$ cat config.mk
export PLATFORM = sky130hd
export DESIGN_NAME = pvp_host_port
export DESIGN_NICKNAME = d
export VERILOG_FILES = /design/src/hdl/pvp_pkg.sv /design/src/hdl/pvp_sync.sv /design/src/hdl/pvp_host_port.sv
export SDC_FILE = /design/constraint.sdc
export NUM_CORES = 1
export LEC_CHECK = 0
export BUFFER_PORTS_ARGS = -buffer_cell sky130_fd_sc_hd__buf_4
export CORE_ASPECT_RATIO = 0.9
export CORE_MARGIN = 2
export CORE_UTILIZATION = 28
export CTS_CLUSTER_SIZE = 16
export DETAILED_ROUTE_END_ITERATION = 6
export GPL_TIMING_DRIVEN = 0
export PLACE_DENSITY_LB_ADDON = 0.2
export SLEW_MARGIN = 40
export SYNTH_ARGS = -nofsm -noshare
export SYNTH_HDL_FRONTEND = slang
export SYNTH_HIERARCHICAL = 1
export SYNTH_SLANG_ARGS = --single-unit
export TNS_END_PERCENT = 50
$ cat constraint.sdc
create_clock -name core_clk -period 3.13 [get_ports core_clk]
set_clock_uncertainty 0.05 [all_clocks]
set_input_delay 0.1565 -clock core_clk [delete_from_list [all_inputs] [get_ports core_clk]]
set_output_delay 0.1565 -clock core_clk [all_outputs]
set_load 0.02 [all_outputs]
$ cat src/hdl/pvp_pkg.sv
// Contract
// - Reset clears every register except both timers' latches, counters and the shifter.
// - After reset all port and strobe lines are inputs and interrupts are off.
// - Every register transfer is timed by the phase-two clock input.
// - With read-write low in a selected cycle the byte is stored in that register.
// - With read-write high and selected, the addressed register is driven onto the bus.
// - Data lines float when unselected and are inputs during write cycles.
// - Access only while high select is high and low select is low together.
// - Four index inputs, highest most significant, choose one of sixteen registers.
// - Interrupt request pulls low while any flag is set with its enable at one.
// - Interrupt request is open-drain: it only pulls low or floats.
// - Index 1 writes port A output, reads port A input; index 0 likewise port B.
// - Index 2 holds port B direction, index 3 port A direction, both read-write.
// - Timer one: 4 latch-low write or counter-low read, 5 counter-high, 6, 7 latches.
// - Timer two: 8 latch-low write or counter-low read, 9 counter-high.
// - Shifter at 10, auxiliary at 11, line control 12, flags 13, enables 14.
// - Index 15 reaches port A like index 1 but without handshake activity.
// - Direction bit zero makes the pin an input, one makes it an output.
// - Port B read returns the output latch bit for pins set as outputs.
package pvp_pkg;

  // Register indices as seen on the four index inputs.
  localparam logic [3:0] REG_PORT_B       = 4'h0;
  localparam logic [3:0] REG_PORT_A       = 4'h1;
  localparam logic [3:0] REG_DIR_B        = 4'h2;
  localparam logic [3:0] REG_DIR_A        = 4'h3;
  localparam logic [3:0] REG_T1_COUNT_LOW = 4'h4;
  localparam logic [3:0] REG_T1_COUNT_HI  = 4'h5;
  localparam logic [3:0] REG_T1_LATCH_LOW = 4'h6;
  localparam logic [3:0] REG_T1_LATCH_HI  = 4'h7;
  localparam logic [3:0] REG_T2_COUNT_LOW = 4'h8;
  localparam logic [3:0] REG_T2_COUNT_HI  = 4'h9;
  localparam logic [3:0] REG_SHIFTER      = 4'ha;
  localparam logic [3:0] REG_AUX_CONTROL  = 4'hb;
  localparam logic [3:0] REG_LINE_CONTROL = 4'hc;
  localparam logic [3:0] REG_FLAGS        = 4'hd;
  localparam logic [3:0] REG_ENABLES      = 4'he;
  localparam logic [3:0] REG_PORT_A_QUIET = 4'hf;

  // Reset value of every cleared register.
  localparam logic [7:0] RESET_BYTE = 8'h00;

  // Slots of the byte store that survives reset.
  localparam int KEEP_T1_LATCH_LOW = 0;
  localparam int KEEP_T1_LATCH_HI  = 1;
  localparam int KEEP_T1_COUNT_LOW = 2;
  localparam int KEEP_T1_COUNT_HI  = 3;
  localparam int KEEP_T2_LATCH_LOW = 4;
  localparam int KEEP_T2_COUNT_LOW = 5;
  localparam int KEEP_T2_COUNT_HI  = 6;
  localparam int KEEP_SHIFTER      = 7;
  localparam int KEEP_SLOTS        = 8;

  // Field positions in flags, enables and line control.
  localparam int FLAG_BITS        = 7;
  localparam int FLAG_STROBE_A    = 1;
  localparam int FLAG_ANY         = 7;
  localparam int ENABLE_SET       = 7;
  localparam int LINE_A_RISING    = 0;
  localparam int LINE_A_IO_OUTPUT = 3;

  // Depth of the pin synchroniser.
  localparam int SYNC_STAGES = 2;

  // Processor bus pins.
  typedef struct packed {
    logic       phi2;
    logic       selectHigh;
    logic       selectLowN;
    logic       readWrite;
    logic [3:0] registerIndex;
    logic [7:0] hostData;
  } pvp_bus_type;

  // Everything that crosses in from the pins.
  typedef struct packed {
    pvp_bus_type bus;
    logic [7:0]  portAPins;
    logic [7:0]  portBPins;
    logic        portAStrobeIn;
  } pvp_pins_type;

endpackage

$ cat src/hdl/pvp_sync.sv
`timescale 1ns/10ps
// Two-stage synchroniser for a bundle of pin levels.
module pvp_sync #(
  parameter int WIDTH = 1
) (
  // Clock and reset.
  input  wire logic             core_clk,
  input  wire logic             reset_n,
  // Levels.
  input  wire logic [WIDTH-1:0] asyncIn,
  output      logic [WIDTH-1:0] syncOut
);

  logic [pvp_pkg::SYNC_STAGES-1:0][WIDTH-1:0] stageReg;

  // The first stage is read only by the second one, so metastability stays contained.
  always_ff @(posedge core_clk or negedge reset_n) begin
    if (!reset_n) begin
      stageReg <= '0;
    end else begin
      stageReg <= {stageReg[pvp_pkg::SYNC_STAGES-2:0], asyncIn};
    end
  end

  assign syncOut = stageReg[pvp_pkg::SYNC_STAGES-1];

endmodule // pvp_sync

$ cat src/hdl/pvp_host_port.sv
`timescale 1ns/10ps
module pvp_host_port (
  // Clock and reset.
  input  wire logic       core_clk,
  input  wire logic       reset_n,
  // Processor bus.
  input  wire logic       phi2,
  input  wire logic       select_high,
  input  wire logic       select_low_n,
  input  wire logic       readWrite,
  input  wire logic [3:0] register_index,
  input  wire logic [7:0] hostDataIn,
  output      logic [7:0] hostDataOut,
  output      logic       hostDataOe,
  // Open-drain interrupt request.
  output      logic       irqOut_n,
  output      logic       irqOe,
  // Port A pins.
  input  wire logic [7:0] portAIn,
  output      logic [7:0] portAOut,
  output      logic [7:0] portAOe,
  // Port B pins.
  input  wire logic [7:0] portBIn,
  output      logic [7:0] portBOut,
  output      logic [7:0] portBOe,
  // Port A strobe lines.
  input  wire logic       port_a_strobe_in,
  output      logic       port_a_strobe_io,
  output      logic       portAStrobeIoOe
);

  ////////////////////////////////////////////////////////////////////////////
  // State.

  typedef struct packed {
    logic [7:0]                 portAOutput;
    logic [7:0]                 portADir;
    logic [7:0]                 portBOutput;
    logic [7:0]                 portBDir;
    logic [7:0]                 auxControl;
    logic [7:0]                 lineControl;
    logic [pvp_pkg::FLAG_BITS-1:0] flags;
    logic [pvp_pkg::FLAG_BITS-1:0] enables;
    logic                       phi2Prev;
    logic                       strobePrev;
    logic [7:0]                 dataOut;
    logic                       dataOe;
    logic                       irqActive;
    logic                       strobeIoPulse;
  } pvp_ctl_type;

  typedef struct packed {
    pvp_ctl_type                                ctl;
    logic [pvp_pkg::KEEP_SLOTS-1:0][7:0]        keep;
  } pvp_state_type;

  pvp_state_type         stateReg;
  pvp_state_type         stateNext;
  pvp_pkg::pvp_pins_type pinsRaw;
  pvp_pkg::pvp_pins_type pins;
  logic                  selected;
  logic                  fallEdge;
  logic                  writeNow;
  logic                  readNow;
  logic                  strobeEdge;
  logic [7:0]            portBRead;

  ////////////////////////////////////////////////////////////////////////////
  // Pin synchronisation.

  // Every pin input crosses two flops before any decode looks at it.
  assign pinsRaw.bus.phi2          = phi2;
  assign pinsRaw.bus.selectHigh    = select_high;
  assign pinsRaw.bus.selectLowN    = select_low_n;
  assign pinsRaw.bus.readWrite     = readWrite;
  assign pinsRaw.bus.registerIndex = register_index;
  assign pinsRaw.bus.hostData      = hostDataIn;
  assign pinsRaw.portAPins         = portAIn;
  assign pinsRaw.portBPins         = portBIn;
  assign pinsRaw.portAStrobeIn     = port_a_strobe_in;

  pvp_sync #(
    .WIDTH($bits(pvp_pkg::pvp_pins_type))
  ) pinSync (
    .core_clk (core_clk),
    .reset_n  (reset_n),
    .asyncIn  (pinsRaw),
    .syncOut  (pins)
  );

  ////////////////////////////////////////////////////////////////////////////
  // Bus decode.

  // Both selects must agree before anything is accessed.
  assign selected = pins.bus.selectHigh && !pins.bus.selectLowN;
  // Transfers happen only on the phase-two falling edge.
  assign fallEdge = stateReg.ctl.phi2Prev && !pins.bus.phi2;
  assign writeNow = fallEdge && selected && !pins.bus.readWrite;
  assign readNow  = fallEdge && selected && pins.bus.readWrite;

  // The strobe edge polarity comes from line control.
  assign strobeEdge = stateReg.ctl.lineControl[pvp_pkg::LINE_A_RISING] ?
                      (!stateReg.ctl.strobePrev && pins.portAStrobeIn) :
                      (stateReg.ctl.strobePrev && !pins.portAStrobeIn);

  // Output pins show the latch bit, not the loaded pin level.
  assign portBRead = (stateReg.ctl.portBOutput & stateReg.ctl.portBDir) |
                     (pins.portBPins & ~stateReg.ctl.portBDir);

  // Read multiplexer; the index is a plain binary number.
  function automatic logic [7:0] readByte(input logic [3:0] index, input pvp_state_type st,
                                          input logic [7:0] portA, input logic [7:0] portB);
    logic [7:0] value;
    value = pvp_pkg::RESET_BYTE;
    case (index)
      pvp_pkg::REG_PORT_B:       value = portB;
      pvp_pkg::REG_PORT_A:       value = portA;
      pvp_pkg::REG_PORT_A_QUIET: value = portA;
      pvp_pkg::REG_DIR_B:        value = st.ctl.portBDir;
      pvp_pkg::REG_DIR_A:        value = st.ctl.portADir;
      pvp_pkg::REG_T1_COUNT_LOW: value = st.keep[pvp_pkg::KEEP_T1_COUNT_LOW];
      pvp_pkg::REG_T1_COUNT_HI:  value = st.keep[pvp_pkg::KEEP_T1_COUNT_HI];
      pvp_pkg::REG_T1_LATCH_LOW: value = st.keep[pvp_pkg::KEEP_T1_LATCH_LOW];
      pvp_pkg::REG_T1_LATCH_HI:  value = st.keep[pvp_pkg::KEEP_T1_LATCH_HI];
      pvp_pkg::REG_T2_COUNT_LOW: value = st.keep[pvp_pkg::KEEP_T2_COUNT_LOW];
      pvp_pkg::REG_T2_COUNT_HI:  value = st.keep[pvp_pkg::KEEP_T2_COUNT_HI];
      pvp_pkg::REG_SHIFTER:      value = st.keep[pvp_pkg::KEEP_SHIFTER];
      pvp_pkg::REG_AUX_CONTROL:  value = st.ctl.auxControl;
      pvp_pkg::REG_LINE_CONTROL: value = st.ctl.lineControl;
      pvp_pkg::REG_FLAGS:        value = {|(st.ctl.flags & st.ctl.enables), st.ctl.flags};
      pvp_pkg::REG_ENABLES:      value = {1'b1, st.ctl.enables};
      default:                   value = pvp_pkg::RESET_BYTE;
    endcase
    return value;
  endfunction

  ////////////////////////////////////////////////////////////////////////////
  // Next-state logic.

  // One pass builds the whole next state; writes land at the phase-two falling edge.
  always_comb begin
    logic [pvp_pkg::FLAG_BITS-1:0] flagSet;
    logic [pvp_pkg::FLAG_BITS-1:0] flagClear;
    logic [7:0]                    data;
    stateNext = stateReg;
    flagSet   = '0;
    flagClear = '0;
    data      = pins.bus.hostData;
    stateNext.ctl.phi2Prev   = pins.bus.phi2;
    stateNext.ctl.strobePrev = pins.portAStrobeIn;
    flagSet[pvp_pkg::FLAG_STROBE_A] = strobeEdge;
    // Only the true port A index counts as handshake activity; the quiet alias does not.
    stateNext.ctl.strobeIoPulse = (writeNow || readNow) &&
                                  (pins.bus.registerIndex == pvp_pkg::REG_PORT_A);
    if (stateNext.ctl.strobeIoPulse) begin
      flagClear[pvp_pkg::FLAG_STROBE_A] = 1'b1;
    end
    if (writeNow) begin
      case (pins.bus.registerIndex)
        pvp_pkg::REG_PORT_B: begin
          stateNext.ctl.portBOutput = data;
        end
        pvp_pkg::REG_PORT_A, pvp_pkg::REG_PORT_A_QUIET: begin
          stateNext.ctl.portAOutput = data;
        end
        pvp_pkg::REG_DIR_B: begin
          stateNext.ctl.portBDir = data;
        end
        pvp_pkg::REG_DIR_A: begin
          stateNext.ctl.portADir = data;
        end
        pvp_pkg::REG_T1_COUNT_LOW, pvp_pkg::REG_T1_LATCH_LOW: begin
          stateNext.keep[pvp_pkg::KEEP_T1_LATCH_LOW] = data;
        end
        pvp_pkg::REG_T1_COUNT_HI: begin
          // Loading the high counter also moves the low latch into the counter.
          stateNext.keep[pvp_pkg::KEEP_T1_COUNT_HI]  = data;
          stateNext.keep[pvp_pkg::KEEP_T1_LATCH_HI]  = data;
          stateNext.keep[pvp_pkg::KEEP_T1_COUNT_LOW] = stateReg.keep[pvp_pkg::KEEP_T1_LATCH_LOW];
        end
        pvp_pkg::REG_T1_LATCH_HI: begin
          stateNext.keep[pvp_pkg::KEEP_T1_LATCH_HI] = data;
        end
        pvp_pkg::REG_T2_COUNT_LOW: begin
          stateNext.keep[pvp_pkg::KEEP_T2_LATCH_LOW] = data;
        end
        pvp_pkg::REG_T2_COUNT_HI: begin
          stateNext.keep[pvp_pkg::KEEP_T2_COUNT_HI]  = data;
          stateNext.keep[pvp_pkg::KEEP_T2_COUNT_LOW] = stateReg.keep[pvp_pkg::KEEP_T2_LATCH_LOW];
        end
        pvp_pkg::REG_SHIFTER: begin
          stateNext.keep[pvp_pkg::KEEP_SHIFTER] = data;
        end
        pvp_pkg::REG_AUX_CONTROL: begin
          stateNext.ctl.auxControl = data;
        end
        pvp_pkg::REG_LINE_CONTROL: begin
          stateNext.ctl.lineControl = data;
        end
        pvp_pkg::REG_FLAGS: begin
          // Writing a one clears that flag.
          flagClear = flagClear | data[pvp_pkg::FLAG_BITS-1:0];
        end
        pvp_pkg::REG_ENABLES: begin
          // The top bit chooses whether the written ones set or clear enables.
          if (data[pvp_pkg::ENABLE_SET]) begin
            stateNext.ctl.enables = stateReg.ctl.enables | data[pvp_pkg::FLAG_BITS-1:0];
          end else begin
            stateNext.ctl.enables = stateReg.ctl.enables & ~data[pvp_pkg::FLAG_BITS-1:0];
          end
        end
        default: begin
          stateNext.ctl.auxControl = stateReg.ctl.auxControl;
        end
      endcase
    end
    // A flag event in the clearing cycle still lands, since set is applied last.
    stateNext.ctl.flags = (stateReg.ctl.flags & ~flagClear) | flagSet;
    // The request line pulls while any enabled flag is up.
    stateNext.ctl.irqActive = |(stateNext.ctl.flags & stateNext.ctl.enables);
    // Read data is driven only in a selected read cycle with phase two high.
    stateNext.ctl.dataOe  = pins.bus.phi2 && selected && pins.bus.readWrite;
    stateNext.ctl.dataOut = readByte(pins.bus.registerIndex, stateReg, pins.portAPins, portBRead);
  end

  ////////////////////////////////////////////////////////////////////////////
  // State register.

  // Timer and shifter bytes have no reset term, so they ride through a reset untouched.
  always_ff @(posedge core_clk or negedge reset_n) begin
    if (!reset_n) begin
      stateReg.ctl <= '0;
    end else begin
      stateReg <= stateNext;
    end
  end

  ////////////////////////////////////////////////////////////////////////////
  // Outputs.

  // Direction bits drive the enables directly, so reset leaves every line an input.
  assign portAOut        = stateReg.ctl.portAOutput;
  assign portAOe         = stateReg.ctl.portADir;
  assign portBOut        = stateReg.ctl.portBOutput;
  assign portBOe         = stateReg.ctl.portBDir;
  assign hostDataOut     = stateReg.ctl.dataOut;
  assign hostDataOe      = stateReg.ctl.dataOe;
  assign irqOe           = stateReg.ctl.irqActive;
  assign irqOut_n        = 1'b0;
  assign port_a_strobe_io = stateReg.ctl.strobeIoPulse;
  assign portAStrobeIoOe = stateReg.ctl.lineControl[pvp_pkg::LINE_A_IO_OUTPUT];

  ////////////////////////////////////////////////////////////////////////////
  // Assertions.

  // Properties watch the synchronised pins, which is the same view the decode acts on.
  property p_select_both;
    @(posedge core_clk) disable iff (!reset_n)
      hostDataOe |-> $past(pins.bus.selectHigh) && !$past(pins.bus.selectLowN);
  endproperty
  a_select_both: assert property (p_select_both) else $error("Data driven while unselected.");

  property p_read_phase;
    @(posedge core_clk) disable iff (!reset_n)
      hostDataOe |-> $past(pins.bus.phi2) && $past(pins.bus.readWrite);
  endproperty
  a_read_phase: assert property (p_read_phase) else $error("Data driven outside a read.");

  property p_float_unselected;
    @(posedge core_clk) disable iff (!reset_n)
      !selected |=> !hostDataOe;
  endproperty
  a_float_unselected: assert property (p_float_unselected) else $error("Bus not floated.");

  property p_write_dir_a;
    @(posedge core_clk) disable iff (!reset_n)
      (writeNow && pins.bus.registerIndex == pvp_pkg::REG_DIR_A) |=>
        portAOe == $past(pins.bus.hostData);
  endproperty
  a_write_dir_a: assert property (p_write_dir_a) else $error("Direction A not stored.");

  property p_dir_only_on_write;
    @(posedge core_clk) disable iff (!reset_n)
      $changed(portBOe) |-> $past(writeNow) && $past(pins.bus.registerIndex) == pvp_pkg::REG_DIR_B;
  endproperty
  a_dir_only_on_write: assert property (p_dir_only_on_write) else $error("Stray write.");

  property p_quiet_alias;
    @(posedge core_clk) disable iff (!reset_n)
      (writeNow && pins.bus.registerIndex == pvp_pkg::REG_PORT_A_QUIET) |=>
        portAOut == $past(pins.bus.hostData) && !port_a_strobe_io;
  endproperty
  a_quiet_alias: assert property (p_quiet_alias) else $error("Quiet alias misbehaves.");

  // Latch and direction come from the cycle the byte was built in, so a write that
  // lands on the same edge is not mistaken for a wrong read.
  property p_port_b_read;
    @(posedge core_clk) disable iff (!reset_n)
      (pins.bus.registerIndex == pvp_pkg::REG_PORT_B) |=>
        ((hostDataOut & $past(portBOe)) == ($past(portBOut) & $past(portBOe)));
  endproperty
  a_port_b_read: assert property (p_port_b_read) else $error("Port B output bits wrong.");

  property p_irq_level;
    @(posedge core_clk) disable iff (!reset_n)
      ##1 irqOe == |($past(stateNext.ctl.flags) & $past(stateNext.ctl.enables));
  endproperty
  a_irq_level: assert property (p_irq_level) else $error("Request level wrong.");

  property p_open_drain;
    @(posedge core_clk) disable iff (!reset_n)
      irqOe |-> irqOut_n == 1'b0;
  endproperty
  a_open_drain: assert property (p_open_drain) else $error("Request drives high.");

  property p_after_reset;
    @(posedge core_clk) disable iff (!reset_n)
      $rose(reset_n) |-> portAOe == '0 && portBOe == '0 && !irqOe && !portAStrobeIoOe;
  endproperty
  a_after_reset: assert property (p_after_reset) else $error("Lines not idle after reset.");

  property p_flag_set_wins;
    @(posedge core_clk) disable iff (!reset_n)
      strobeEdge |=> stateReg.ctl.flags[pvp_pkg::FLAG_STROBE_A];
  endproperty
  a_flag_set_wins: assert property (p_flag_set_wins) else $error("Strobe event lost.");

  // A true port A access must pulse the strobe line in the following cycle.
  property p_port_a_pulse;
    @(posedge core_clk) disable iff (!reset_n)
      (fallEdge && selected && pins.bus.registerIndex == pvp_pkg::REG_PORT_A) |=>
        port_a_strobe_io;
  endproperty
  a_port_a_pulse: assert property (p_port_a_pulse) else $error("Port A strobe missing.");

  // Loading the high counter must move the low latch into the low counter.
  property p_timer_one_load;
    @(posedge core_clk) disable iff (!reset_n)
      (writeNow && pins.bus.registerIndex == pvp_pkg::REG_T1_COUNT_HI) |=>
        (stateReg.keep[pvp_pkg::KEEP_T1_COUNT_LOW] ==
         $past(stateReg.keep[pvp_pkg::KEEP_T1_LATCH_LOW]));
  endproperty
  a_timer_one_load: assert property (p_timer_one_load) else $error("Timer reload lost.");

  c_write: cover property (@(posedge core_clk) disable iff (!reset_n) writeNow);
  c_read: cover property (@(posedge core_clk) disable iff (!reset_n) hostDataOe ##1 !hostDataOe);
  c_irq: cover property (@(posedge core_clk) disable iff (!reset_n) $rose(irqOe));
  c_handshake: cover property (@(posedge core_clk) disable iff (!reset_n) port_a_strobe_io);
  c_quiet: cover property (@(posedge core_clk) disable iff (!reset_n)
    writeNow && pins.bus.registerIndex == pvp_pkg::REG_PORT_A_QUIET);

endmodule // pvp_host_port

## Word-level counts from Yosys, hierarchy flattened

Index checks and enable logic that the tools add are counted.

| storage, ports and cells | value |
|---|---|
| logic and storage cells | 94 |
| register bits | 205 |
| input bits | 35 |

| cells by class | value |
|---|---|
| equal/unequal tests | 15 |
| mux-type cells | 8 |
| reduce and logical (&&, ||, !) cells | 34 |
| bitwise operators | 13 |

Operator list:

| operator | number |
|---|---|
| $pmux 8 s15 | 1 |
| $mux 7 | 5 |
| $eq 4x4->1 const B | 8 |
| $and 7x7->7 | 4 |
| $reduce_and 3->1 | 6 |
| $and 8x8->8 | 2 |
| $eq 4x3->1 const B | 4 |
| $not 7->7 | 2 |
| $reduce_or 7->1 | 2 |
| $reduce_and 2->1 | 6 |
| $logic_and 1x1->1 | 10 |
| $eq 4x2->1 const B | 2 |
| $not 8->8 | 1 |
| $or 8x8->8 | 1 |
| $or 2x7->7 | 1 |
| $or 7x2->7 | 1 |
| $or 7x7->7 | 1 |
| $reduce_or 2->1 | 3 |
| $logic_not 1->1 | 5 |
| $eq 4x1->1 const B | 1 |
| $logic_not 4->1 | 1 |
| $mux 1 | 2 |
| $logic_or 1x1->1 | 1 |

## Longest topological paths before layout

Gate-level depths: netlist (run 1).

| logic depth | value |
|---|---|
| depth in word-level cells | 15 |
| depth in mapped cells | 9 |
| mapped depth without buffers | 5 |

## Hierarchy

Netlist (run 1), hierarchy kept.

Modules (own cells, without submodules):

| module | seq. area each (um^2) | times used | cells an instance | area each (um^2) |
|---|---|---|---|---|
| pvp_host_port | 3,798.6 | 1 | 495 | 6,441.2 |
| pvp_sync | 1,651.6 | 1 | 99 | 1,899.3 |

## Worst setup path after synthesis (run 1)

No wires, ideal clock.

| timing path | value |
|---|---|
| kind | register to register |
| start point | register pinSync.stageReg, in the netlist pinSync/syncOut[26] |
| end point | register stateReg[16] in the netlist's numbering, enable pin |
| arrival | 2.377 ns |
| stages on the path, launching flop included | 7 |
| library setup time | 0.409 ns |
| path slack | 0.294 ns |
| clock period less this slack | 2.836 ns |
| cells stage by stage | dfrtp_1 -> buf_4 -> buf_4 -> clkbuf_1 -> clkbuf_1 -> nand2b_1 -> nor3_1 |

| between the ends | value |
|---|---|
| longest elaborated chain between the ends | 2 |

Ends and longest elaborated chain:

| element | line | RTL |
|---|---|---|
| start, declared | pvp_sync.sv:14 | `logic [pvp_pkg::SYNC_STAGES-1:0][WIDTH-1:0] stageReg;` |
| start signal, assigned | pvp_sync.sv:21 | `stageReg <= {stageReg[pvp_pkg::SYNC_STAGES-2:0], asyncIn};` |
| $eq 4x3->1 | pvp_host_port.sv:159 | `case (pins.bus.registerIndex)` |
| $reduce_and 3->1 (no line) | -- |  |
| end signal, assigned | pvp_host_port.sv:234 | `stateReg <= stateNext;` |
| end, declared | pvp_host_port.sv:57 | `pvp_state_type stateReg;` |

No other way between the ends.
A chain may end at the register's enable or synchronous reset.

## Final worst setup path (run 1)

| timing path | value |
|---|---|
| start point | register pinSync.stageReg, in the netlist pinSync/syncOut[26] |
| end point | register stateReg[50] in the netlist's numbering, enable pin |

| between the ends | value |
|---|---|
| longest elaborated chain between the ends | 2 |

Ends and longest elaborated chain:

| element | line |
|---|---|
| $eq 4x4->1 | pvp_host_port.sv:159 |
| $reduce_and 3->1 (no line) | -- |

No other way between the ends.

==> results of run 1 <==
power groups by stage:
stage | combinational (mW) | clock (mW) | sequential, mW
after floorplan | 0.289 | 0 | 2.93
after global placement | 0.500 | 0 | 2.95
after detailed placement | 0.514 | 0 | 2.95
after CTS | 0.550 | 3.16 | 2.90
after global routing | 0.589 | 3.26 | 2.91
final | 0.545 | 3.08 | 2.90
routing by layer:
metal,vias to the layer above,wire length [µm],share of wire [%]
met2,205,10300,45
met5,-,0,0
met1,2718,10500,45
met3,52,1470,6.4
li1,2405,-,-
met4,0,827,3.6
sequential cells by signal, summed over array words and instances (netlist names):
signal,flops
stateReg,95
pinSync/stageReg,33
pinSync/syncOut,33
hostDataOut,8
portAOe,8
portAOut,8
portBOe,8
portBOut,8
hostDataOe,1
irqOe,1
portAStrobeIoOe,1
port_a_strobe_io,1
what timing repair did:
action                                  4_1_cts  5_1_grt
hold buffers                                 34        0
hold endpoints to repair                    100        0
gates resized for setup                       0        1
buffers inserted                              0        0
endpoints found under the setup margin        0        6
synth_stat cells (all sizes together), types with 2 or more instances:
cell,count,area share [%]
o32ai,2,0.21
a32oi,9,0.95
a211oi,5,0.45
nand3,9,0.54
inv,10,0.45
clkbuf,12,0.54
edfxtp,64,23
o22ai,2,0.15
mux2,55,7.8
buf,91,7.8
o21ai,15,0.90
a222oi,3,0.36
nand4b,8,0.84
nand3b,3,0.27
o21a,7,0.63
and4b,3,0.36
or2,2,0.15
nand2,24,1.1
dfrtp,141,42
nand2b,6,0.45
a22o,3,0.32
a31oi,5,0.38
o211ai,5,0.45
mux2i,17,2.0
nor3,10,1.0
a221oi,9,0.95
o31ai,2,0.18
a22oi,17,1.5
nor2b,13,0.98
a21oi,9,0.54
nor2,17,0.80
layout make-up:
| type | instances | area (µm²) | share of cell area, % |
|---|---|---|---|
| Timing Repair Buffer | 123 | 1030 | 9.55 |
| Inverter | 10 | 37.5 | 0.348 |
| Tap cell | 396 | 495 | 4.59 |
| Buffer | 103 | 694 | 6.43 |
| Sequential cell | 205 | 5450 | 50.5 |
| Clock buffer | 28 | 657 | 6.09 |
| Multi-Input combinational cell | 276 | 2200 | 20.4 |
| Clock inverter | 16 | 225 | 2.09 |
logic make-up after synthesis:
family                 share of synthesized area [%]
DFF                                             65.3
muxes                                           9.87
and+or+nand+nor                                 7.20
buffers and inverters                           8.78
other                                         0.0450
AOI/OAI and AO/OA                               8.76
path summary, 6_finish.rpt:
check                                               start  slack, ns  depth (start not counted)                              to
min in group core_clk                                phi2       0.22                          2  pinSync/stageReg[32]$_DFF_PN0_
hold reg to reg            pinSync/stageReg[29]$_DFF_PN0_       0.29                          0   pinSync/syncOut[29]$_DFF_PN0_
setup / recovery            pinSync/syncOut[26]$_DFF_PN0_       0.17                          8          stateReg[50]$_DFFE_PP_
setup reg to reg            pinSync/syncOut[26]$_DFF_PN0_       0.17                          8          stateReg[50]$_DFFE_PP_
max in group asynchronous                         reset_n       2.12                          3       stateReg[100]$_DFFE_PN0P_
hold / removal                                    reset_n       0.10                          2   pinSync/stageReg[3]$_DFF_PN0_
worst register-to-register path: cells and delay by family, from the launching register on:
| kind | cells | cell delay [ns] |
|---|---|---|
| buf+inv | 6 | 1.51 |
| simple gates | 2 | 0.74 |
| flops | 1 | 0.36 |
==> impl_metrics.tcl, run 1 <==
set metrics [dict create \
    worstPathMaxFanout 10 \
    io_pins 80 \
    async_flop_share_pct 68.8 \
    worst_pin_slew_ns 0.821 \
    yosysSeqAreaShare_pct 65.3 \
    port_buffers 78 \
    num-nets-final 778 \
    synth_area_um2 8340 \
    fmax_mhz 338 \
    cellPowerDensity_nw_per_um2 605 \
    min_period_ns 2.96 \
    clk_pin_slew_ns 0.06 \
    drv_slew 0 \
    crit_path_end_kind "flip-flop" \
    post-place-ws_ns 0.0782 \
    dp_cells 1079 \
    num-fill-cells 2870 \
    hp-class "input port to async pin" \
    die_y_um 168 \
    setup_violations 0 \
    synth-seq-cells 205 \
    internal_power_mw 5.02 \
    critPathArrivalTime_ns 3.15 \
    area_growth_pct 29.4 \
    synthFlopType "dfrtp_1" \
    root_buffer "clkbuf_16" \
    antenna_found_initial 0 \
    finalPower_mw 6.53 \
    cpMaxStageDelayCell "nor3_4" \
    overflow 0 \
    initial_utilization_pct 28.7 \
    grt_pass1_wl_mm 34.9 \
    startpoint_type "flip-flop" \
    critical_path_buf_inv_count 6 \
    use_met1_pct 21.9 \
    htree_levels 1 \
    antenna_left 0 \
    cp_slowest_stage_delay_ns 0.42 \
    synth_cell_type_count 56 \
    p_leak_nw 4.69 \
    drtIter0Drc 558 \
    synth_edf_count 64 \
    cts_made_buffers 24 \
    row_count 59 \
    wire_per_inst_um 20.0 \
    cts_tree "yes" \
    dieWidth_um 186 \
    layout-drive-gt1-share_pct 31.9 \
    via_count 5380 \
    p_sw_mw 1.50 \
    yosysWarnings 6 \
    slew_headroom_pct 45.3 \
    grt_setup_unrepaired "false" \
    grt.busiest_layer "met2" \
    layout_common_cells "buf_4 (158), dfrtp_1 (141), edfxtp_1 (64)" \
    gp_congestion 0.851 \
    grt_start_max_net_pins 76 \
    fin_crit_sh_pct 94.5 \
    ir_worst_vdd_mv 0.477 \
    p_clk_share_pct 47.3 \
    setup_slack_ns 0.174 \
    die-area_um2 31200 \
    hold_viol 0 \
    drt_first_pass_iters 5 \
    syn_nets 629 \
    drc_errors 0 \
    grtUsageTotal_pct 15.0 \
    final_common_cell "buf_4" \
    fin_cells 1157 \
    cts_buffer_depth 3 \
    critPathRequiredTime_ns 3.32 \
    crit_family "buffers and inverters" \
    cap_viol_max_count 0 \
    use_met3_pct 2.07 \
    clock_latency_ns 0.53 \
    postLayoutCoreUtil_pct 37.1 \
    crit_type "flip-flop to flip-flop" \
    dp_hpwl_mm 15.4 \
    comb_power_share_pct 8.4 \
    synthCells 594 \
    use_met2_pct 22.6 \
    stdcell_area_um2 10800 \
    outcome "complete, no violations" \
    cts_sinks 205 \
    tns_ns 0 \
    grt_pass1_vias 5648 \
    post_dp_cell_area_um2 9560 \
    synth_area_per_cell_um2 14.0 \
    netSwitchingFraction_pct 23.0 \
    holdWs_ns 0.103 \
    core_um2 29100 \
    wirelength_mm 23.1 \
    viasPerCell 4.65 \
    num_antenna_cells 0 \
    p_seq_share_pct 44.4 \
    crit_chain "buf_4, buf_4, clkbuf_1, clkbuf_1, nand2b_1, nor3_4, buf_2, buf_6" \
]
Note: power is estimated with default switching activity, not from simulation.
==> inputs of run 2 (changes only) <==
Settings changed: CAP_MARGIN from default to 20, CTS_BUF_LIST from default to sky130_fd_sc_hd__clkbuf_8.
Clock period 3.13 ns to 2.7 ns, I/O delays scaled along.
==> run 2 against run 1 <==
Cell count rose by 1.6%. Clock power decreased by 8.8%. Critical path depth fell by 3. Global-route usage up 0.14 points. Total power increased by 4.2%. Worst setup slack got worse by 0.017 ns. Utilization down 0.50 points. Cell area shrank 1.3%. Via count up 1.3%. Flip-flop and latch count stayed put. Fmax up 16%. Register-to-register slack got worse by 0.02 ns. Critical path type unchanged. Largest power group is now sequential cells.
==> impl_metrics.tcl, run 2 (synthesized netlist as in run 1, its figures left out) <==
set metrics [dict create \
    crit_family "simple AND/OR/NAND/NOR gates" \
    final_common_cell "buf_4" \
    cap_viol_max_count 0 \
    crit_chain "buf_4, clkbuf_1, nand2_1, nor3_4, mux2_1" \
    endpoint "portAOe[7]$_DFFE_PN0P_" \
    grt_pass1_wl_mm 34.9 \
    via_count 5448 \
    critPathRequiredTime_ns 3.04 \
    fmax_mhz 393 \
    hold_viol 0 \
    drc_errors 0 \
    slew_headroom_pct 48.3 \
    crit_type "flip-flop to flip-flop" \
    worstPathMaxFanout 10 \
    antenna_found_initial 0 \
    clk_pin_slew_ns 0.06 \
    cts_made_buffers 36 \
    setup_slack_ns 0.156 \
    layout_common_cells "buf_4 (159), dfrtp_1 (141), edfxtp_1 (64)" \
    initial_utilization_pct 28.7 \
    num_antenna_cells 0 \
    drv_slew 0 \
    io_pins 80 \
    cpMaxStageDelayCell "nor3_4" \
    grt_pass1_vias 5722 \
    layout-drive-gt1-share_pct 32.7 \
    overflow 0 \
    port_buffers 78 \
    worst_pin_slew_ns 0.773 \
    top_register "stateReg" \
    htree_levels 2 \
    p_leak_nw 4.71 \
    root_buffer "clkbuf_8" \
    r2r_cells 5 \
    cts_sinks 205 \
    fin_crit_sh_pct 94.2 \
    grt_setup_unrepaired "false" \
    cts_tree "yes" \
    dieWidth_um 186 \
    core_um2 29100 \
    post-place-ws_ns -0.352 \
    critPathArrivalTime_ns 2.88 \
    min_period_ns 2.54 \
    worstReg2RegEnd "portAOe[7]$_DFFE_PN0P_" \
    tns_ns 0 \
    setup_violations 0 \
    num-fill-cells 2865 \
    viasPerCell 4.64 \
    grt_start_max_net_pins 76 \
    timing.rr.start "pinSync/syncOut[25]$_DFF_PN0_" \
    drtIter0Drc 488 \
    crit_path_end_kind "flip-flop" \
    ir_worst_vdd_mv 0.295 \
    antenna_left 0 \
    clock_latency_ns 0.52 \
    wire_per_inst_um 19.5 \
    reg2reg_slack_ns 0.16 \
    dp_hpwl_mm 15.4 \
    outcome "complete, no violations" \
    cellPowerDensity_nw_per_um2 639 \
    grtUsageTotal_pct 15.1 \
    largest_reg_flops 95 \
    cts_buffer_depth 3 \
    crit_cells 5 \
    wirelength_mm 22.9 \
    hp-class "input port to async pin" \
    die_y_um 168 \
    row_count 59 \
    startpoint_type "flip-flop" \
    die-area_um2 31200 \
    critical_path_buf_inv_count 2 \
    gp_congestion 0.851 \
    startpoint "pinSync/syncOut[25]$_DFF_PN0_" \
    area_growth_pct 27.7 \
    num-nets-final 789 \
    cp_slowest_stage_delay_ns 0.67 \
    drt_first_pass_iters 7 \
]
==> run 2: changes by cell type in the layout (fill, tap and decap cells not counted), sizes merged <==
cell,change
clkbuf,+17
inv,+13
clkinv,-6
bufinv,-5
clkinvlp,-3
buf,+2
==> run 2: timing repair <==
item | 4_1_cts | 5_1_grt
setup endpoints to repair | 15 | 18
resized for setup | 3 | 3
hold endpoints to repair | 100 | 0
hold buffers | 34 | 0
pin swaps | 1 | 0
buffers inserted | 1 | 0
==> run 2: worst min path at each step <==
stage                                          end  slack, ns          start  depth (start not counted)
floorplan                     hostDataOe$_DFF_PN0_      -0.21        reset_n                          0
global placement    pinSync/stageReg[17]$_DFF_PN0_       0.19  hostDataIn[0]                          1
detailed placement   pinSync/stageReg[3]$_DFF_PN0_       0.09        reset_n                          1
CTS                  pinSync/stageReg[3]$_DFF_PN0_       0.11        reset_n                          2
global route         pinSync/stageReg[3]$_DFF_PN0_       0.08        reset_n                          2
finish               pinSync/stageReg[3]$_DFF_PN0_       0.07        reset_n                          2
==> run 2: power breakdown <==
group          internal, mW  switching [mW]  total, mW  leakage (nW)
clock network          1.58            1.24       2.81         0.424
registers              3.31          0.0505       3.36          2.36
logic                 0.291           0.340      0.631          1.93
==> run 2: final cells by class <==
cell class	count	area [µm²]	area share (%)
plain buffers	101	688	6.46
repair buffers	124	1040	9.80
clock inverters	15	57.6	0.540
multi-input cells	276	2220	20.8
inverters	10	37.5	0.352
well taps	396	495	4.65
clock buffers	48	661	6.20
flip-flops and latches	205	5450	51.2
==> run 2: worst register-to-register path, stage by stage, from the launching register on <==
cell and delay [ns]:
dfrtp_1 0.32, buf_4 0.14, clkbuf_1 0.53, nand2_1 0.33
nor3_4 0.67, mux2_1 0.39
==> run 2: through the flow <==
stage | cells | hold WS (ns) | util (%) | area [µm²] | total power [mW]
final | 1175 | 0.0705 | 36.6 | 10600 | 6.80
after floorplan | 594 | -0.211 | - | 8340 | 3.74
after detailed placement | 1079 | 0.0861 | 32.9 | 9560 | 4.01
after global routing | 1175 | 0.0817 | 36.6 | 10600 | 7.11
after CTS | 1177 | 0.110 | 36.6 | 10600 | 6.91
after global placement | 1068 | 0.194 | 32.4 | 9420 | 4.00
==> run 2: per-layer routing <==
metal	wire length, µm	vias to the layer above	global-route usage (%)
met4	599	0	5.85
met3	1530	49	2.70
met1	10400	2752	21.6
li1	-	2426	-
met2	10400	221	22.8
met5	0	-	0
==> inputs of run 3 (changes only) <==
Settings changed: ABC_AREA from default to 1, CTS_BUF_LIST sky130_fd_sc_hd__clkbuf_8 to default.
==> run 3 against run 2 <==
Clock power is 3% higher. Critical path depth grew 3. Worst setup slack improved by 0.055 ns. Utilization fell by 0.64 points. Synthesized area shrank 1.9%. Sequential power about the same. Cell area down 2.5%. First-iteration DRC count down 41%. Count of clock-buffer cells in the layout decreased by 16.
==> impl_metrics.tcl, run 3 <==
set metrics [dict create \
    wirelength_mm 20.0 \
    core_um2 28900 \
    dieWidth_um 184 \
    netlist.area_leader.share_pct 43.1 \
    min_period_ns 2.49 \
    synth_area_per_cell_um2 10.6 \
    cap_viol_max_count 0 \
    syn_nets 809 \
    grt_pass1_wl_mm 31.3 \
    startpoint_type "flip-flop" \
    overflow 0 \
    crit_type "flip-flop to flip-flop" \
    worstPathMaxFanout 10 \
    num_antenna_cells 0 \
    drt_first_pass_iters 4 \
    setup_violations 0 \
    synth_edf_count 64 \
    layout_common_cells "nand2_1 (257), buf_4 (152), dfrtp_1 (141)" \
    drtIter0Drc 287 \
    drc_errors 0 \
    hold_viol 0 \
    cts_made_buffers 23 \
    viasPerCell 4.07 \
    die-area_um2 30600 \
    synth_area_um2 8180 \
    grt_pass1_vias 5419 \
    yosysWarnings 6 \
    clock_latency_ns 0.51 \
    wire_per_inst_um 15.1 \
    dp_hpwl_mm 13.9 \
    antenna_left 0 \
    root_buffer "clkbuf_16" \
    htree_levels 1 \
    synthCells 774 \
    synth_top_area_cell "dfrtp_1" \
    setup_slack_ns 0.212 \
    worstReg2RegEnd "stateReg[33]$_DFFE_PP_" \
    largest_reg_flops 95 \
    yosys-top-cells-area "dfrtp_1 (43%), edfxtp_1 (23%), nand2_1 (12%)" \
    num-nets-final 948 \
    ir_worst_vdd_mv 0.437 \
    fin_cells 1324 \
    outcome "complete, no violations" \
    yosys.cell_count.top_type "nand2_1" \
    dp_cells 1250 \
    critPathRequiredTime_ns 2.78 \
    fmax_mhz 402 \
    area_growth_pct 26.9 \
    finalPower_mw 6.81 \
    crit_path_end_kind "flip-flop" \
    top_register "stateReg" \
    grt_start_max_net_pins 59 \
    final_common_cell "nand2_1" \
    die_y_um 166 \
    initial_utilization_pct 28.4 \
    slew_headroom_pct 50.2 \
    antenna_found_initial 0 \
    postCtsSetupBuffers 0 \
    synth_cell_type_count 26 \
    clk_pin_slew_ns 0.06 \
    synth-seq-cells 205 \
    drv_slew 0 \
    worst_pin_slew_ns 0.744 \
    gp_congestion 0.797 \
    timing.rr.start "pinSync/syncOut[30]$_DFF_PN0_" \
    async_flop_share_pct 68.8 \
    yosys-top-cells-count "nand2_1 (257), dfrtp_1 (141), buf_4 (75), edfxtp_1 (64), o21ai_0 (63)" \
    critPathArrivalTime_ns 2.57 \
    grt_setup_unrepaired "true" \
    port_buffers 78 \
    via_count 5391 \
    synthFlopType "dfrtp_1" \
    p_leak_nw 4.74 \
    cts_sinks 205 \
    cellPowerDensity_nw_per_um2 656 \
    post-place-ws_ns 0.0607 \
    fin_crit_sh_pct 92.2 \
    cts_buffer_depth 3 \
    reg2reg_slack_ns 0.21 \
    r2r_cells 8 \
    postLayoutCoreUtil_pct 36.0 \
    yosysSeqAreaShare_pct 66.6 \
    io_pins 80 \
    hp-class "input port to async pin" \
    row_count 59 \
    cts_tree "yes" \
    layout-drive-gt1-share_pct 24.6 \
    grtUsageTotal_pct 13.4 \
]
-- run 3: changes by cell type in the layout (fill, tap and decap cells not counted), moves of 11 or more --
cell,delta
nand2_1,+233
o21ai_0,+53
clkbuf_8,-43
mux2_1,-43
nor2_1,+33
inv_1,+25
clkbuf_16,+23
a22oi_1,-17
mux2i_1,-17
buf_2,-14
nor2b_1,-13
nand4_1,+11
-- run 3: area by class of cell --
cell class | instances | area [µm²]
multi-input combinational | 435 | 1930
clock inverter | 8 | 36.3
fill | 2942 | 18500
inverter | 49 | 184
sequential | 205 | 5450
timing repair buffer | 114 | 988
tap | 396 | 495
clock buffer | 32 | 659
buffer | 85 | 643
-- run 3: report_power, final --
group          leakage (nW)  total (mW)  internal [mW]  switching, mW
combinational          2.03       0.548          0.254          0.293
sequential             2.36        3.36           3.31         0.0538
clock                 0.348        2.90           1.69           1.21
total                  4.74        6.81           5.25           1.56
-- run 3: routing by layer --
metal	vias up	part of all wire (%)	track usage, %
met5	-	0	0
met4	0	1.8	2.92
met3	25	5.3	2.32
met2	126	45	20.8
met1	2541	47	19.6
li1	2699	-	-
-- run 3: worst max-delay path, cell delays in order, from the launching register on --
cell and delay (ns):
dfrtp_1 0.35, buf_4 0.12, nor2_2 0.18, nand3_4 0.17
inv_2 0.13, buf_6 0.19, buf_6 0.18, nand2_1 0.13
nor2_1 0.60
-- run 3: logic make-up (layout without fill, tap and decap cells) --
family	count (synthesis)	after routing	synth area share [%]
AND/OR/NAND/NOR	349	349	17.3
other	1	1	0.0458
AO/OA/AOI/OAI	77	77	4.88
flip-flops	205	205	66.6
buffers and inverters	134	288	10.1
multiplexers	8	8	1.10
-- run 3: worst max path at each step --
stage / from / slack [ns] / cells after the start / to
after floorplan: pinSync/syncOut[30]$_DFF_PN0_ / 0.30 / 8 / stateReg[16]$_DFFE_PP_
after global placement: reset_n / -0.88 / 3 / stateReg[23]$_DFFE_PP_
after detailed placement: pinSync/syncOut[30]$_DFF_PN0_ / 0.06 / 8 / stateReg[0]$_DFFE_PP_
after CTS: pinSync/syncOut[30]$_DFF_PN0_ / 0.05 / 8 / stateReg[0]$_DFFE_PP_
after global routing: pinSync/syncOut[30]$_DFF_PN0_ / -0.03 / 8 / stateReg[38]$_DFFE_PP_
final: pinSync/syncOut[30]$_DFF_PN0_ / 0.21 / 8 / stateReg[33]$_DFFE_PP_
-- run 3: what timing repair did --
| action | CTS | global route |
|---|---|---|
| endpoints found under the hold margin | 116 | 0 |
| resized for setup | 0 | 1 |
| endpoints found under the setup margin | 0 | 24 |
| hold buffers | 34 | 0 |
-- run 3: per-stage QoR --
stage          hold slack (ns)  setup TNS (ns)  instance area (µm²)
4_1_cts                 0.0663               0                10400
5_1_grt                 0.0757          -0.372                10400
2_1_floorplan           -0.211               0                 8180
3_3_place_gp             0.194          -37.08                 9270
3_5_place_dp          -0.00960               0                 9340
6_report                0.0556               0                10400
